$ cat src/adcc_pkg.sv
// *****************************************************************
// Shared constants for the converter control block.
// *****************************************************************
package adcc_pkg;

  // *****************************************************************
  // Widths.
  // *****************************************************************
  localparam int ADDR_W     = 4;   // Register address width.
  localparam int DATA_W     = 8;   // Register data width.
  localparam int RESULT_W   = 12;  // Conversion result width.
  localparam int CHAN_W     = 4;   // Channel select field width.
  localparam int SRC_COUNT  = 13;  // Eleven plus one inputs and the reference.

  // *****************************************************************
  // Register offsets.
  // *****************************************************************
  localparam logic [3:0] OFF_CONTROL_0 = 4'h0;  // Start, busy, power, format, channel.
  localparam logic [3:0] OFF_CONTROL_1 = 4'h1;  // Reference route bit.
  localparam logic [3:0] OFF_RESULT_HI = 4'h2;  // Result high byte.
  localparam logic [3:0] OFF_RESULT_LO = 4'h3;  // Result low byte.
  localparam logic [3:0] OFF_INT_STAT  = 4'h4;  // Sticky event bits, write one to clear.
  localparam logic [3:0] OFF_INT_MASK  = 4'h5;  // Interrupt enables.

  // *****************************************************************
  // Field positions in the first control register.
  // *****************************************************************
  localparam int POS_START  = 7;   // Start strobe bit.
  localparam int POS_BUSY   = 6;   // Conversion busy flag.
  localparam int POS_OFF    = 5;   // Converter power off.
  localparam int POS_FORMAT = 4;   // Result format select.
  localparam int POS_CHAN   = 0;   // Low bit of the channel field.

  // Field positions in the second control register and the status register.
  localparam int POS_REF_ROUTE = 4;  // Reference route bit.
  localparam int POS_EV_DONE   = 0;  // Conversion complete event.

  // *****************************************************************
  // Reset values and limits.
  // *****************************************************************
  localparam logic [7:0] RST_CONTROL_0 = 8'h60;  // Start 0, busy 1, off 1, format 0.
  localparam logic [7:0] RST_CONTROL_1 = 8'h00;  // Reference not routed.
  localparam logic [3:0] CHAN_LAST     = 4'hB;   // Highest defined channel code.
  localparam int         REF_SRC       = 12;     // Mux position of the reference.

  // Sequencer states, one-hot.
  typedef enum logic [2:0] {
    ST_IDLE  = 3'b001,
    ST_ARMED = 3'b010,
    ST_CONV  = 3'b100
  } adcc_state_t;

endpackage : adcc_pkg

$ cat src/adcc_result_regs.sv
`timescale 1ns/1ns
// *****************************************************************
// Holds the two result bytes, arranged at capture time.
// *****************************************************************
module adcc_result_regs
  import adcc_pkg::*;
(
  // Clock and reset.
  input  wire logic                clock,
  input  wire logic                rst,
  // Capture request.
  input  wire logic                load,
  input  wire logic [RESULT_W-1:0] result,
  input  wire logic                right_justify,
  // Stored bytes.
  output logic      [DATA_W-1:0]   high_q,
  output logic      [DATA_W-1:0]   low_q
);

  logic [DATA_W-1:0] high_d;  // Next high byte.
  logic [DATA_W-1:0] low_d;   // Next low byte.

  // Arrange the result; the bytes only move on a load so that software
  // always reads the last finished conversion.
  always_comb
  begin
    high_d = high_q;
    low_d  = low_q;
    if (load)
    begin
      if (right_justify)
      begin
        high_d = {4'h0, result[11:8]};
        low_d  = result[7:0];
      end
      else
      begin
        high_d = result[11:4];
        low_d  = {result[3:0], 4'h0};
      end
    end
  end

  // Register the bytes.
  always_ff @(posedge clock)
  begin
    if (rst)
    begin
      high_q <= 8'h00;
      low_q  <= 8'h00;
    end
    else
    begin
      high_q <= high_d;
      low_q  <= low_d;
    end
  end

endmodule : adcc_result_regs

$ cat src/adcc_control.sv
`timescale 1ns/1ns
module adcc_control
  import adcc_pkg::*;
(
  // Clock and reset.
  input  wire logic                 clock,
  input  wire logic                 rst,
  // Register port.
  input  wire logic [ADDR_W-1:0]    addr,
  input  wire logic [DATA_W-1:0]    wr_data,
  input  wire logic                 wr_en,
  input  wire logic                 rd_en,
  output logic      [DATA_W-1:0]    rd_data,
  // Converter core.
  input  wire logic                 conv_done,
  input  wire logic [RESULT_W-1:0]  conv_result,
  output logic                      conv_reset,
  output logic                      conv_start,
  output logic                      conv_power_off,
  // Analog multiplexer, one bit per source.
  output logic      [SRC_COUNT-1:0] analog_select,
  // Interrupt.
  output logic                      irq
);

  // *****************************************************************
  // Declarations.
  // *****************************************************************
  adcc_state_t              state_q;       // Sequencer state.
  adcc_state_t              state_d;       // Next sequencer state.
  logic                     start_q;       // Start bit as written.
  logic                     start_d;       // Next start bit.
  logic                     busy_q;        // Conversion busy flag.
  logic                     busy_d;        // Next busy flag.
  logic                     off_q;         // Converter power off.
  logic                     off_d;         // Next power off.
  logic                     format_q;      // Result format select.
  logic                     format_d;      // Next format select.
  logic [CHAN_W-1:0]        chan_q;        // Channel select field.
  logic [CHAN_W-1:0]        chan_d;        // Next channel select.
  logic                     ref_q;         // Reference route bit.
  logic                     ref_d;         // Next reference route bit.
  logic                     cstart_q;      // Start pulse to the core.
  logic                     cstart_d;      // Next start pulse.
  logic                     creset_q;      // Reset pulse to the core.
  logic                     creset_d;      // Next reset pulse.
  logic                     load_res;      // Capture the result this cycle.
  logic                     ev_done;       // Conversion complete event.
  logic [SRC_COUNT-1:0]     sel_q;         // Registered mux select.
  logic [SRC_COUNT-1:0]     sel_d;         // Next mux select.
  logic [DATA_W-1:0]        stat_q;        // Sticky event bits.
  logic [DATA_W-1:0]        stat_d;        // Next event bits.
  logic [DATA_W-1:0]        mask_q;        // Interrupt mask.
  logic [DATA_W-1:0]        mask_d;        // Next interrupt mask.
  logic                     irq_q;         // Registered interrupt.
  logic                     irq_d;         // Next interrupt.
  logic [DATA_W-1:0]        rd_q;          // Registered read data.
  logic [DATA_W-1:0]        rd_d;          // Next read data.
  logic [DATA_W-1:0]        res_hi;        // Stored high result byte.
  logic [DATA_W-1:0]        res_lo;        // Stored low result byte.
  logic [DATA_W-1:0]        ctrl0_view;    // First control register as read.
  logic                     wr_ctrl0;      // Write to the first control register.
  logic                     new_start;     // Start bit in the write data.

  // *****************************************************************
  // Control register writes and start sequencing.
  // *****************************************************************

  assign wr_ctrl0  = wr_en && (addr == OFF_CONTROL_0);
  assign new_start = wr_data[POS_START];

  // Decode writes to the control registers and walk the conversion
  // sequence. The busy flag has no write path of its own.
  always_comb
  begin
    state_d  = state_q;
    start_d  = start_q;
    busy_d   = busy_q;
    off_d    = off_q;
    format_d = format_q;
    chan_d   = chan_q;
    ref_d    = ref_q;
    cstart_d = 1'b0;
    creset_d = 1'b0;
    load_res = 1'b0;
    ev_done  = 1'b0;
    if (wr_ctrl0)
    begin
      off_d    = wr_data[POS_OFF];
      format_d = wr_data[POS_FORMAT];
      if (wr_data[POS_CHAN +: CHAN_W] <= CHAN_LAST)
      begin
        chan_d = wr_data[POS_CHAN +: CHAN_W];
      end
    end
    if (wr_en && (addr == OFF_CONTROL_1))
    begin
      ref_d = wr_data[POS_REF_ROUTE];
    end
    unique case (state_q)
      ST_IDLE:
      begin
        if (wr_ctrl0 && new_start && !off_q)
        begin
          start_d  = 1'b1;
          busy_d   = 1'b1;
          creset_d = 1'b1;
          state_d  = ST_ARMED;
        end
      end
      ST_ARMED:
      begin
        if (off_q)
        begin
          // Power went away while armed; drop the strobe, keep busy.
          start_d = 1'b0;
          state_d = ST_IDLE;
        end
        else if (wr_ctrl0 && !new_start)
        begin
          start_d  = 1'b0;
          cstart_d = 1'b1;
          state_d  = ST_CONV;
        end
        else if (wr_ctrl0)
        begin
          // A repeated high write restarts the reset phase.
          creset_d = 1'b1;
        end
      end
      ST_CONV:
      begin
        if (off_q)
        begin
          state_d = ST_IDLE;
        end
        else if (wr_ctrl0 && new_start)
        begin
          start_d  = 1'b1;
          creset_d = 1'b1;
          state_d  = ST_ARMED;
        end
        else if (conv_done)
        begin
          busy_d   = 1'b0;
          load_res = 1'b1;
          ev_done  = 1'b1;
          state_d  = ST_IDLE;
        end
      end
    endcase
  end

  // Register the control state. reset values come from the package.
  always_ff @(posedge clock)
  begin
    if (rst)
    begin
      state_q  <= ST_IDLE;
      start_q  <= RST_CONTROL_0[POS_START];
      busy_q   <= RST_CONTROL_0[POS_BUSY];
      off_q    <= RST_CONTROL_0[POS_OFF];
      format_q <= RST_CONTROL_0[POS_FORMAT];
      chan_q   <= RST_CONTROL_0[POS_CHAN +: CHAN_W];
      ref_q    <= RST_CONTROL_1[POS_REF_ROUTE];
      cstart_q <= 1'b0;
      creset_q <= 1'b0;
    end
    else
    begin
      state_q  <= state_d;
      start_q  <= start_d;
      busy_q   <= busy_d;
      off_q    <= off_d;
      format_q <= format_d;
      chan_q   <= chan_d;
      ref_q    <= ref_d;
      cstart_q <= cstart_d;
      creset_q <= creset_d;
    end
  end

  // *****************************************************************
  // Result bytes.
  // *****************************************************************

  // The format in force when the conversion ends decides the layout.
  adcc_result_regs u_result (
    .clock         (clock),
    .rst           (rst),
    .load          (load_res),
    .result        (conv_result),
    .right_justify (format_q),
    .high_q        (res_hi),
    .low_q         (res_lo)
  );

  // *****************************************************************
  // Analog source selection.
  // *****************************************************************

  // One-hot select, so two sources can never short together. Undefined
  // channel codes never reach chan_q, which keeps the decode total.
  always_comb
  begin
    sel_d = '0;
    if (ref_q)
    begin
      sel_d[REF_SRC] = 1'b1;
    end
    else
    begin
      sel_d[chan_q] = 1'b1;
    end
  end

  // Register the select.
  always_ff @(posedge clock)
  begin
    if (rst)
    begin
      sel_q <= 13'h0001;
    end
    else
    begin
      sel_q <= sel_d;
    end
  end

  // *****************************************************************
  // Interrupt status, mask and read port.
  // *****************************************************************

  assign ctrl0_view = {start_q, busy_q, off_q, format_q, chan_q};

  // Status bits are write-one-to-clear; a new event in the same cycle wins.
  always_comb
  begin
    stat_d = stat_q;
    mask_d = mask_q;
    rd_d   = 8'h00;
    if (wr_en && (addr == OFF_INT_STAT))
    begin
      stat_d = stat_q & ~wr_data;
    end
    if (wr_en && (addr == OFF_INT_MASK))
    begin
      mask_d = wr_data;
    end
    if (ev_done)
    begin
      stat_d[POS_EV_DONE] = 1'b1;
    end
    irq_d = |(stat_d & mask_d);
    if (rd_en)
    begin
      unique case (addr)
        OFF_CONTROL_0: rd_d = ctrl0_view;
        OFF_CONTROL_1: rd_d = {3'h0, ref_q, 4'h0};
        OFF_RESULT_HI: rd_d = res_hi;
        OFF_RESULT_LO: rd_d = res_lo;
        OFF_INT_STAT:  rd_d = stat_q;
        OFF_INT_MASK:  rd_d = mask_q;
        // Unmapped addresses read as zero.
        default:       rd_d = 8'h00;
      endcase
    end
  end

  // Register status, mask, interrupt and read data.
  always_ff @(posedge clock)
  begin
    if (rst)
    begin
      stat_q <= 8'h00;
      mask_q <= 8'h00;
      irq_q  <= 1'b0;
      rd_q   <= 8'h00;
    end
    else
    begin
      stat_q <= stat_d;
      mask_q <= mask_d;
      irq_q  <= irq_d;
      rd_q   <= rd_d;
    end
  end

  // *****************************************************************
  // Outputs, all straight from flip-flops.
  // *****************************************************************
  assign rd_data        = rd_q;
  assign conv_reset     = creset_q;
  assign conv_start     = cstart_q;
  assign conv_power_off = off_q;
  assign analog_select  = sel_q;
  assign irq            = irq_q;

endmodule : adcc_control

$ cat config.mk
export PLATFORM = sky130hd
export DESIGN_NAME = adcc_control
export DESIGN_NICKNAME = d
export VERILOG_FILES = /design/src/adcc_pkg.sv /design/src/adcc_result_regs.sv /design/src/adcc_control.sv
export SDC_FILE = /design/constraint.sdc
export NUM_CORES = 1
export LEC_CHECK = 0
export ABC_AREA = 1
export BUFFER_PORTS_ARGS = -buffer_cell sky130_fd_sc_hd__buf_2
export CORE_MARGIN = 2
export CORE_UTILIZATION = 57
export DETAILED_ROUTE_END_ITERATION = 8
export PLACE_DENSITY = 0.82
export SLEW_MARGIN = 30
export SYNTH_ARGS = -nofsm -noshare
export SYNTH_HDL_FRONTEND = slang
export SYNTH_SLANG_ARGS = --single-unit
export TNS_END_PERCENT = 1
$ cat constraint.sdc
create_clock -name clock -period 2.18 [get_ports clock]
set_clock_uncertainty 0.15 [all_clocks]
set_input_delay 0.109 -clock clock [delete_from_list [all_inputs] [get_ports clock]]
set_output_delay 0.109 -clock clock [all_outputs]
set_load 0.005 [all_outputs]
==> impl_metrics.env, run 1 <==
export IMPL_drt_iter0_drc=239
export IMPL_p_per_area_mw_per_mm2=761
export IMPL_cts_reportedPaths_clkPinSlew_ns=0.07
export IMPL_num_vias=2885
export IMPL_dpl_instance_area_mm2=0.00322
export IMPL_die_h_um=75.4
export IMPL_multi_input_area_mm2=0.00129
export IMPL_grt_setup_unrepaired="false"
export IMPL_hp_class="in2reg"
export IMPL_yosysUniqueCellTypes=28
export IMPL_crit_end="mask_q[1]$_SDFF_PP0_"
export IMPL_relSlewSlack=0.676
export IMPL_netlist_area_mm2=0.00291
export IMPL_fp_coreArea_mm2=0.00482
export IMPL_seq_area_mm2=0.00136
export IMPL_synthToLayoutAreaGrowth_pct=24.9
export IMPL_r2r_start="state_q[1]$_SDFFE_PP0P_"
export IMPL_ant_nets=0
export IMPL_io_buffers=53
export IMPL_hold_viol=0
export IMPL_cp_common_cell="dlygate4sd3_1"
export IMPL_slew_violations=0
export IMPL_diodes=0
export IMPL_synth_edf_count=0
export IMPL_crit_path_end_kind="flop"
export IMPL_clock_latency_ns=0.35
export IMPL_h_tree_depth=3
export IMPL_power_mw=2.76
export IMPL_start_util=0.604
export IMPL_power_frac_clock=0.402
export IMPL_drc_errors=0
export IMPL_grt_max_degree=36
export IMPL_io_pins=54
export IMPL_gr_total_overflow=0
export IMPL_fp_row_count=25
export IMPL_crit_start="addr[0]"
export IMPL_synth_top_area_cell="dfxtp_1"
export IMPL_yosys_top_cells_area="dfxtp_1, nand2_1, inv_1, a21oi_1, nor2_1"
export IMPL_ys_ff_latch=68
export IMPL_viasPerCell=5.39
export IMPL_tightest_slew_ns=0.485
export IMPL_ff2ff_path_depth=4
export IMPL_cts_root_buf="clkbuf_8"
export IMPL_grt_usage=0.279
export IMPL_arrival_ns=2.02
export IMPL_grt_pass1_vias=2619
export IMPL_clkSinkCount=68
export IMPL_placedCellCount=500
export IMPL_rrSetupSlack_ns=0.34
export IMPL_syn_inst=389
export IMPL_antenna_found_initial=0
export IMPL_hold_ws_ns=0.0110
export IMPL_synth_nets=418
export IMPL_fill_cells=383
export IMPL_async_flop_share=0
export IMPL_layout_drive_gt1_share=0.184
export IMPL_fp_dieArea_mm2=0.00569
export IMPL_yosys_most_used_dff="dfxtp_1"
export IMPL_cpMaxStageDelayCell="dlygate4sd3_1"
export IMPL_fin_cells=535
export IMPL_status="complete, no violations"
export IMPL_drv_cap=0
export IMPL_cts_buffer_depth=2
export IMPL_r2r_end="u_result.low_q[4]$_SDFFE_PP0P_"
export IMPL_max_freq_mhz=517
export IMPL_tns_ns=0
export IMPL_path_cells="dlygate4sd3_1 -> buf_2 -> inv_1 -> nor2_4 -> nand3_2 -> nand2_1 -> a21oi_1 -> dlygate4sd3_1"
export IMPL_post_cts_setup_buffer_count=0
export IMPL_drt_first_pass_iters=5
export IMPL_drt_wl_total_um=7370
export IMPL_power_switching_mw=0.713
export IMPL_grt_pass1_wl_um=11700
export IMPL_crit_required_ns=2.27
export IMPL_power_frac_comb=0.123
export IMPL_yosysTopAreaCellShare=0.468
export IMPL_period_share=0.887
export IMPL_p_seq_frac=0.475
export IMPL_fin_area_mm2=0.00363
export IMPL_cts_buffers=9
export IMPL_routabilityCongestion=0.848
export IMPL_cts_tree="yes"
export IMPL_dp_hpwl_um=4990
export IMPL_ys_warn_count=0
export IMPL_crit_type="in2reg"
export IMPL_p_leak_nw=1.59
export IMPL_finalCriticalPeriod_ns=1.93
export IMPL_intPower_mw=2.05
export IMPL_worst_path_max_fanout=9
export IMPL_critPathMaxStageDelay_ns=0.56
export IMPL_die_x_um=75.4
export IMPL_swShare=0.258
export IMPL_layout_nets=493
export IMPL_start_kind="input port"
export IMPL_synth_area_per_cell_um2=7.48
export IMPL_ys_seq_area_frac=0.468
export IMPL_wl_per_cell_um=13.8
export IMPL_ir_drop_uv=534
export IMPL_setup_violations=0
flip-flops by register name, summed over array words and instances (netlist names):
| signal | count |
|---|---|
| irq | 1 |
| u_result.low_q | 8 |
| conv_power_off | 1 |
| start_q | 1 |
| stat_q | 8 |
| conv_reset | 1 |
| busy_q | 1 |
| conv_start | 1 |
| mask_q | 8 |
| rd_data | 8 |
| format_q | 1 |
| analog_select | 13 |
| state_q | 3 |
| u_result.high_q | 8 |
| ref_q | 1 |
| chan_q | 4 |
logic make-up after synthesis:
group           count (synthesis)  share of synthesized area
compound gates                 96                      0.188
buf+inv                        65                     0.0899
flops                          68                      0.468
simple gates                  160                      0.254
area by class of cell:
cell class / count / share of cell area
clock inverters: 5 / 0.0214
clock buffers: 10 / 0.0351
inverters: 52 / 0.0538
flip-flops and latches: 68 / 0.375
well taps: 67 / 0.0231
multi-input cells: 256 / 0.355
repair buffers: 77 / 0.136
cells in the mapped netlist, types with 3 or more instances:
library cell	n
nor2_1	42
nor2_2	3
o22ai_1	9
inv_1	52
nand3_1	27
o221ai_1	3
clkbuf_1	6
nor2_4	4
nand2_1	71
buf_2	5
dfxtp_1	68
a21oi_1	37
a211oi_1	13
o21ai_0	29
power by group through the flow:
stage | clock network, mW | registers [mW] | logic (mW)
6_report | 1.11 | 1.31 | 0.340
5_1_grt | 1.17 | 1.32 | 0.393
4_1_cts | 1.12 | 1.31 | 0.336
3_5_place_dp | 0 | 1.34 | 0.309
3_3_place_gp | 0 | 1.34 | 0.300
2_1_floorplan | 0 | 1.34 | 0.218
stage by stage:
step / worst slack [ns] / utilization
final: 0.247 / 0.754
after global routing: 0.112 / 0.754
after CTS: 0.0937 / 0.753
after detailed placement: 0.422 / 0.669
after global placement: 0.466 / 0.669
after floorplan: 0.758 / -
worst max-delay path, delay by kind of cell:
kind / cells / cell delay [ns]
buf+inv: 4 / 1.34
compound gates: 1 / 0.06
simple gates: 3 / 0.51
cells in the final DEF (no fill, tap or decap), types with 3 or more instances in the layout:
master         instances
nand2_1               71
nor2_4                 5
o221ai_1               3
dfxtp_1               68
buf_2                 53
o22ai_1                9
buf_4                  4
inv_1                 52
a21oi_1               37
a211oi_1              13
nand3_1               27
nor2_1                42
dlygate4sd3_1         20
o21ai_0               29
clkbuf_8               9
routing by layer:
layer / part of all wire / vias up / wire length [µm] / global-route usage
li1: - / 1431 / - / -
met2: 0.46 / 118 / 3420 / 0.443
met5: 0 / - / 0 / 0
met4: 0.027 / 0 / 202 / 0.140
met1: 0.44 / 1316 / 3250 / 0.355
met3: 0.068 / 20 / 502 / 0.0661
worst min-delay path by stage:
stage / from / to / slack, ns / cells after the start
2_1_floorplan: wr_data[5] / conv_power_off$_SDFFE_PP1N_ / 0.09 / 2
5_1_grt: addr[3] / rd_data[6]$_SDFF_PP0_ / 0.03 / 4
6_report: addr[3] / rd_data[6]$_SDFF_PP0_ / 0.01 / 4
4_1_cts: addr[3] / rd_data[6]$_SDFF_PP0_ / 0.003 / 4
3_3_place_gp: wr_data[5] / conv_power_off$_SDFFE_PP1N_ / 0.21 / 3
3_5_place_dp: wr_data[5] / conv_power_off$_SDFFE_PP1N_ / 0.22 / 3
repair_timing:
| item | 4_1_cts | 5_1_grt |
|---|---|---|
| hold endpoints to repair | 31 | 0 |
| hold buffers | 20 | 0 |
| resized for setup | 0 | 1 |
| endpoints found under the setup margin | 0 | 1 |
(Power assumes the default switching activity.)
==> inputs of run 2 (changes only) <==
--- a/config.mk
+++ b/config.mk
@@ -11,6 +11,7 @@
 export CORE_UTILIZATION = 57
 export DETAILED_ROUTE_END_ITERATION = 8
 export PLACE_DENSITY = 0.82
+export RECOVER_POWER = 25
 export SLEW_MARGIN = 30
 export SYNTH_ARGS = -nofsm -noshare
 export SYNTH_HDL_FRONTEND = slang
==> run 2 against run 1 <==
Hold slack improved by 0.0013 ns. Sequential power about the same. Final cell count did not move. Fmax decreased by 0.13%. Routed wire length fell by 0.77%. Critical path depth stayed put. Sequential share of layout area up 0.21 points. Design area is 0.55% lower. Combinational power hardly changed. Largest power group unchanged. Flip-flop and latch count is the same. Register-to-register slack about the same. Count of clock-buffer cells in the layout is the same. Highest routed layer unchanged.
==> impl_metrics.env, run 2 (synthesis gave the netlist of run 1 again) <==
export IMPL_layout_drive_gt1_share=0.150
export IMPL_crit_required_ns=2.27
export IMPL_slew_violations=0
export IMPL_power_frac_comb=0.123
export IMPL_p_leak_nw=1.52
export IMPL_grt_max_degree=36
export IMPL_power_switching_mw=0.706
export IMPL_placedCellCount=500
export IMPL_fp_dieArea_mm2=0.00569
export IMPL_grt_usage=0.279
export IMPL_clock_latency_ns=0.35
export IMPL_cts_buffers=9
export IMPL_diodes=0
export IMPL_worst_path_max_fanout=9
export IMPL_die_h_um=75.4
export IMPL_layout_nets=493
export IMPL_seq_area_mm2=0.00136
export IMPL_cts_root_buf="clkbuf_8"
export IMPL_p_per_area_mw_per_mm2=763
export IMPL_tightest_slew_ns=0.475
export IMPL_p_seq_frac=0.477
export IMPL_relSlewSlack=0.683
export IMPL_fill_cells=389
export IMPL_power_frac_clock=0.401
export IMPL_io_pins=54
export IMPL_num_vias=2859
export IMPL_drv_cap=0
export IMPL_setup_violations=0
export IMPL_hold_viol=0
export IMPL_path_cells="dlygate4sd3_1 -> buf_2 -> inv_1 -> nor2_4 -> nand3_2 -> nand2_1 -> a21oi_1 -> dlygate4sd3_1"
export IMPL_finalCriticalPeriod_ns=1.94
export IMPL_grt_setup_unrepaired="false"
export IMPL_grt_pass1_wl_um=11700
export IMPL_cp_common_cell="dlygate4sd3_1"
export IMPL_arrival_ns=2.02
export IMPL_intPower_mw=2.05
export IMPL_wl_per_cell_um=13.7
export IMPL_antenna_found_initial=0
export IMPL_viasPerCell=5.34
export IMPL_h_tree_depth=3
export IMPL_cts_reportedPaths_clkPinSlew_ns=0.07
export IMPL_fp_coreArea_mm2=0.00482
export IMPL_crit_path_end_kind="flop"
export IMPL_synthToLayoutAreaGrowth_pct=24.2
export IMPL_swShare=0.256
export IMPL_start_util=0.604
export IMPL_routabilityCongestion=0.848
export IMPL_critPathMaxStageDelay_ns=0.56
export IMPL_start_kind="input port"
export IMPL_drt_first_pass_iters=7
export IMPL_max_freq_mhz=517
export IMPL_multi_input_area_mm2=0.00129
export IMPL_die_x_um=75.4
export IMPL_post_cts_setup_buffer_count=0
export IMPL_io_buffers=53
export IMPL_drc_errors=0
export IMPL_drt_iter0_drc=242
export IMPL_fin_cells=535
export IMPL_period_share=0.888
export IMPL_hp_class="in2reg"
export IMPL_grt_pass1_vias=2619
export IMPL_cts_buffer_depth=2
export IMPL_cts_tree="yes"
export IMPL_drt_wl_total_um=7320
export IMPL_cpMaxStageDelayCell="dlygate4sd3_1"
export IMPL_fp_row_count=25
export IMPL_ir_drop_uv=533
export IMPL_final_cell_mix="nand2_1, dfxtp_1, inv_1, nor2_1"
export IMPL_final_common_cell="nand2_1"
export IMPL_clkSinkCount=68
export IMPL_ant_nets=0
export IMPL_largest_reg_flops=13
export IMPL_crit_type="in2reg"
export IMPL_gr_total_overflow=0
export IMPL_status="complete, no violations"
export IMPL_dp_hpwl_um=4990
export IMPL_tns_ns=0
## run 2: cell count changes in the layout (fill, tap and decap cells not counted), sizes merged
| cell | previous run | this run |
|---|---|---|
| clkbuf | 10 | 26 |
| buf | 57 | 41 |
## run 2: final cells by class
type,count,share of cell area
timing repair buffer,77,0.132
inverter,52,0.0541
clock buffer,10,0.0353
tap,67,0.0232
sequential,68,0.377
clock inverter,5,0.0215
multi-input combinational,256,0.357
## run 2: stage by stage
stage          setup WS, ns  area [µm²]   util  hold slack, ns  power (mW)
6_report              0.245        3610  0.750          0.0124        2.76
2_1_floorplan         0.758        2910      -          0.0854        1.55
3_3_place_gp          0.466        3220  0.669           0.210        1.64
5_1_grt               0.112        3610  0.750          0.0298        2.88
4_1_cts              0.0937        3630  0.753         0.00330        2.77
3_5_place_dp          0.422        3220  0.669           0.220        1.65
## run 2: final timing paths
kind                                       start                        endpoint  slack [ns]  cells past startpoint
setup reg to reg         state_q[1]$_SDFFE_PP0P_  u_result.low_q[4]$_SDFFE_PP0P_        0.35                      4
setup / recovery                         addr[0]            mask_q[1]$_SDFF_PP0_        0.24                      8
hold reg to reg   u_result.low_q[6]$_SDFFE_PP0P_  u_result.low_q[6]$_SDFFE_PP0P_        0.31                      2
hold / removal                           addr[3]           rd_data[6]$_SDFF_PP0_        0.01                      4
## run 2: power groups by stage
| stage | Combinational [mW] | Clock [mW] | Sequential, mW |
|---|---|---|---|
| finish | 0.338 | 1.10 | 1.31 |
| global route | 0.393 | 1.17 | 1.32 |
| CTS | 0.336 | 1.12 | 1.31 |
| detailed placement | 0.309 | 0 | 1.34 |
| global placement | 0.300 | 0 | 1.34 |
| floorplan | 0.218 | 0 | 1.34 |
## run 2: what timing repair did
action / in CTS / in global routing
endpoints found under the setup margin: 0 / 1
resized for setup: 0 / 1
endpoints found under the hold margin: 31 / 0
hold buffers: 20 / 0
## run 2: per-layer routing
metal | share of wire | up-vias | routed length (µm) | GRT usage
li1 | - | 1431 | - | -
met1 | 0.44 | 1291 | 3250 | 0.355
met3 | 0.066 | 16 | 482 | 0.0661
met4 | 0.024 | 0 | 178 | 0.140
met5 | 0 | - | 0 | 0
met2 | 0.47 | 121 | 3410 | 0.443
## run 2: worst max-delay path: cells and delay by family
kind,cells,cell delay [ns]
buffers and inverters,4,1.34
and+or+nand+nor,3,0.51
AOI/OAI and AO/OA,1,0.06
==> inputs of run 3 (changes only) <==
--- a/config.mk
+++ b/config.mk
@@ -6,7 +6,7 @@
 export NUM_CORES = 1
 export LEC_CHECK = 0
 export ABC_AREA = 1
-export BUFFER_PORTS_ARGS = -buffer_cell sky130_fd_sc_hd__buf_2
+export BUFFER_PORTS_ARGS = -buffer_cell sky130_fd_sc_hd__buf_4
 export CORE_MARGIN = 2
 export CORE_UTILIZATION = 57
 export DETAILED_ROUTE_END_ITERATION = 8
==> run 3 against run 2 <==
Global-route usage shrank 0.38 points. Via count shrank 3.0%. Setup slack gained 0.026 ns. Count of clock-buffer cells in the layout shrank 1. Critical path type unchanged. Critical endpoint is now irq$_SDFF_PP0_. Highest routed layer unchanged.
==> impl_metrics.env, run 3 (synthesis gave the netlist of run 1 again) <==
export IMPL_status="complete, no violations"
export IMPL_grt_setup_unrepaired="false"
export IMPL_tns_ns=0
export IMPL_post_route_util=0.780
export IMPL_final_common_cell="nand2_1"
export IMPL_ff2ff_path_depth=4
export IMPL_seq_area_mm2=0.00136
export IMPL_h_tree_depth=3
export IMPL_cts_root_buf="clkbuf_8"
export IMPL_tightest_slew_ns=0.524
export IMPL_crit_required_ns=2.28
export IMPL_multi_input_area_mm2=0.00128
export IMPL_io_pins=54
export IMPL_worst_path_max_fanout=6
export IMPL_crit_type="in2reg"
export IMPL_p_seq_frac=0.478
export IMPL_num_vias=2773
export IMPL_fp_row_count=25
export IMPL_routabilityCongestion=0.879
export IMPL_dp_hpwl_um=4910
export IMPL_setup_violations=0
export IMPL_grt_pass1_vias=2498
export IMPL_crit_path_end_kind="flop"
export IMPL_period_share=0.876
export IMPL_grt_usage=0.275
export IMPL_p_leak_nw=1.60
export IMPL_wl_per_cell_um=13.7
export IMPL_grt_max_degree=36
export IMPL_start_util=0.604
export IMPL_ir_drop_uv=613
export IMPL_drt_wl_total_um=7320
export IMPL_viasPerCell=5.17
export IMPL_slew_violations=0
export IMPL_die_x_um=75.4
export IMPL_drc_errors=0
export IMPL_r2r_start="state_q[1]$_SDFFE_PP0P_"
export IMPL_ctsResizeCount=0
export IMPL_drt_first_pass_iters=4
export IMPL_layout_nets=493
export IMPL_grt_pass1_wl_um=11600
export IMPL_intPower_mw=1.98
export IMPL_relSlewSlack=0.651
export IMPL_fill_cells=381
export IMPL_finalCriticalPeriod_ns=1.91
export IMPL_die_h_um=75.4
export IMPL_cts_buffers=9
export IMPL_final_cell_mix="nand2_1, dfxtp_1, inv_1, nor2_1, buf_4"
export IMPL_cts_buffer_depth=2
export IMPL_arrival_ns=2.01
export IMPL_cts_tree="yes"
export IMPL_max_freq_mhz=524
export IMPL_hp_class="in2reg"
export IMPL_clock_latency_ns=0.35
export IMPL_drt_iter0_drc=227
export IMPL_antenna_found_initial=0
export IMPL_p_per_area_mw_per_mm2=732
export IMPL_drv_cap=0
export IMPL_start_kind="input port"
export IMPL_swShare=0.280
export IMPL_rrSetupSlack_ns=0.32
export IMPL_fp_coreArea_mm2=0.00482
export IMPL_synthToLayoutAreaGrowth_pct=29.2
export IMPL_crit_start="addr[0]"
export IMPL_clkSinkCount=68
export IMPL_fp_dieArea_mm2=0.00569
export IMPL_io_buffers=53
export IMPL_gr_total_overflow=0
export IMPL_cts_reportedPaths_clkPinSlew_ns=0.08
export IMPL_layout_drive_gt1_share=0.190
export IMPL_largest_reg_flops=13
export IMPL_power_frac_comb=0.131
export IMPL_ant_nets=0
export IMPL_power_switching_mw=0.769
export IMPL_diodes=0
export IMPL_crit_end="irq$_SDFF_PP0_"
export IMPL_r2r_end="u_result.high_q[2]$_SDFFE_PP0P_"
export IMPL_hold_viol=0
export IMPL_power_frac_clock=0.391
-- run 3: changes by cell type in the layout (fill, tap and decap cells not counted) --
cell | previous run | this run
nor2_2 | 2 | 3
buf_4 | 4 | 38
clkbuf_1 | 17 | 0
clkinv_2 | 2 | 0
dlygate4sd3_1 | 20 | 19
buf_2 | 37 | 0
inv_6 | 0 | 5
bufinv_16 | 2 | 1
nor2_4 | 5 | 4
clkbuf_4 | 0 | 20
-- run 3: how the worst min path moves through the flow --
stage,from,end,cells past startpoint
after floorplan,wr_data[5],conv_power_off$_SDFFE_PP1N_,2
after global placement,wr_data[5],conv_power_off$_SDFFE_PP1N_,3
after detailed placement,wr_data[5],conv_power_off$_SDFFE_PP1N_,3
after CTS,rst,stat_q[2]$_SDFF_PP0_,2
after global routing,rst,mask_q[0]$_SDFF_PP0_,2
final,wr_en,stat_q[3]$_SDFF_PP0_,3
-- run 3: final cells by class --
class | count | share of cell area
Multi-Input combinational cell | 256 | 0.342
Inverter | 52 | 0.0520
Clock inverter | 7 | 0.0217
Clock buffer | 9 | 0.0330
Tap cell | 67 | 0.0223
Timing Repair Buffer | 77 | 0.167
Sequential cell | 68 | 0.362
-- run 3: what timing repair did --
item                       4_1_cts  5_1_grt
hold endpoints to repair        31        0
setup buffers                    0        2
hold buffers                    20        0
setup endpoints to repair        0        1
-- run 3: metrics by stage --
stage / power (mW) / setup WS, ns / cells / hold slack (ns) / instance area [µm²]
final: 2.75 / 0.270 / 536 / 0.0221 / 3760
after floorplan: 1.55 / 0.758 / 389 / 0.0854 / 2910
after global routing: 2.86 / 0.133 / 536 / 0.0258 / 3760
after global placement: 1.65 / 0.484 / 499 / 0.197 / 3350
after detailed placement: 1.66 / 0.404 / 499 / 0.201 / 3350
after CTS: 2.75 / 0.0262 / 535 / 0.00943 / 3750
-- run 3: critical path, stage by stage --
cell and delay, ns:
dlygate4sd3_1 0.54, buf_4 0.16, nor2_4 0.16, buf_4 0.14, nand3_1 0.25, o21ai_0 0.30
nand2_1 0.08, nand2_1 0.08, nand3_1 0.09, nand2_1 0.07, inv_1 0.03
-- run 3: power groups by stage --
stage	combinational (mW)	clock, mW	sequential (mW)
global route	0.403	1.14	1.32
global placement	0.315	0	1.34
CTS	0.355	1.08	1.31
detailed placement	0.320	0	1.34
finish	0.359	1.08	1.31
floorplan	0.218	0	1.34
-- run 3: routing by layer --
layer	wire (µm)	global-route usage	vias to the layer above
met1	3250	0.357	1234
met2	3510	0.448	92
met5	0	0	-
li1	-	-	1436
met3	451	0.0688	11
met4	112	0.0955	0
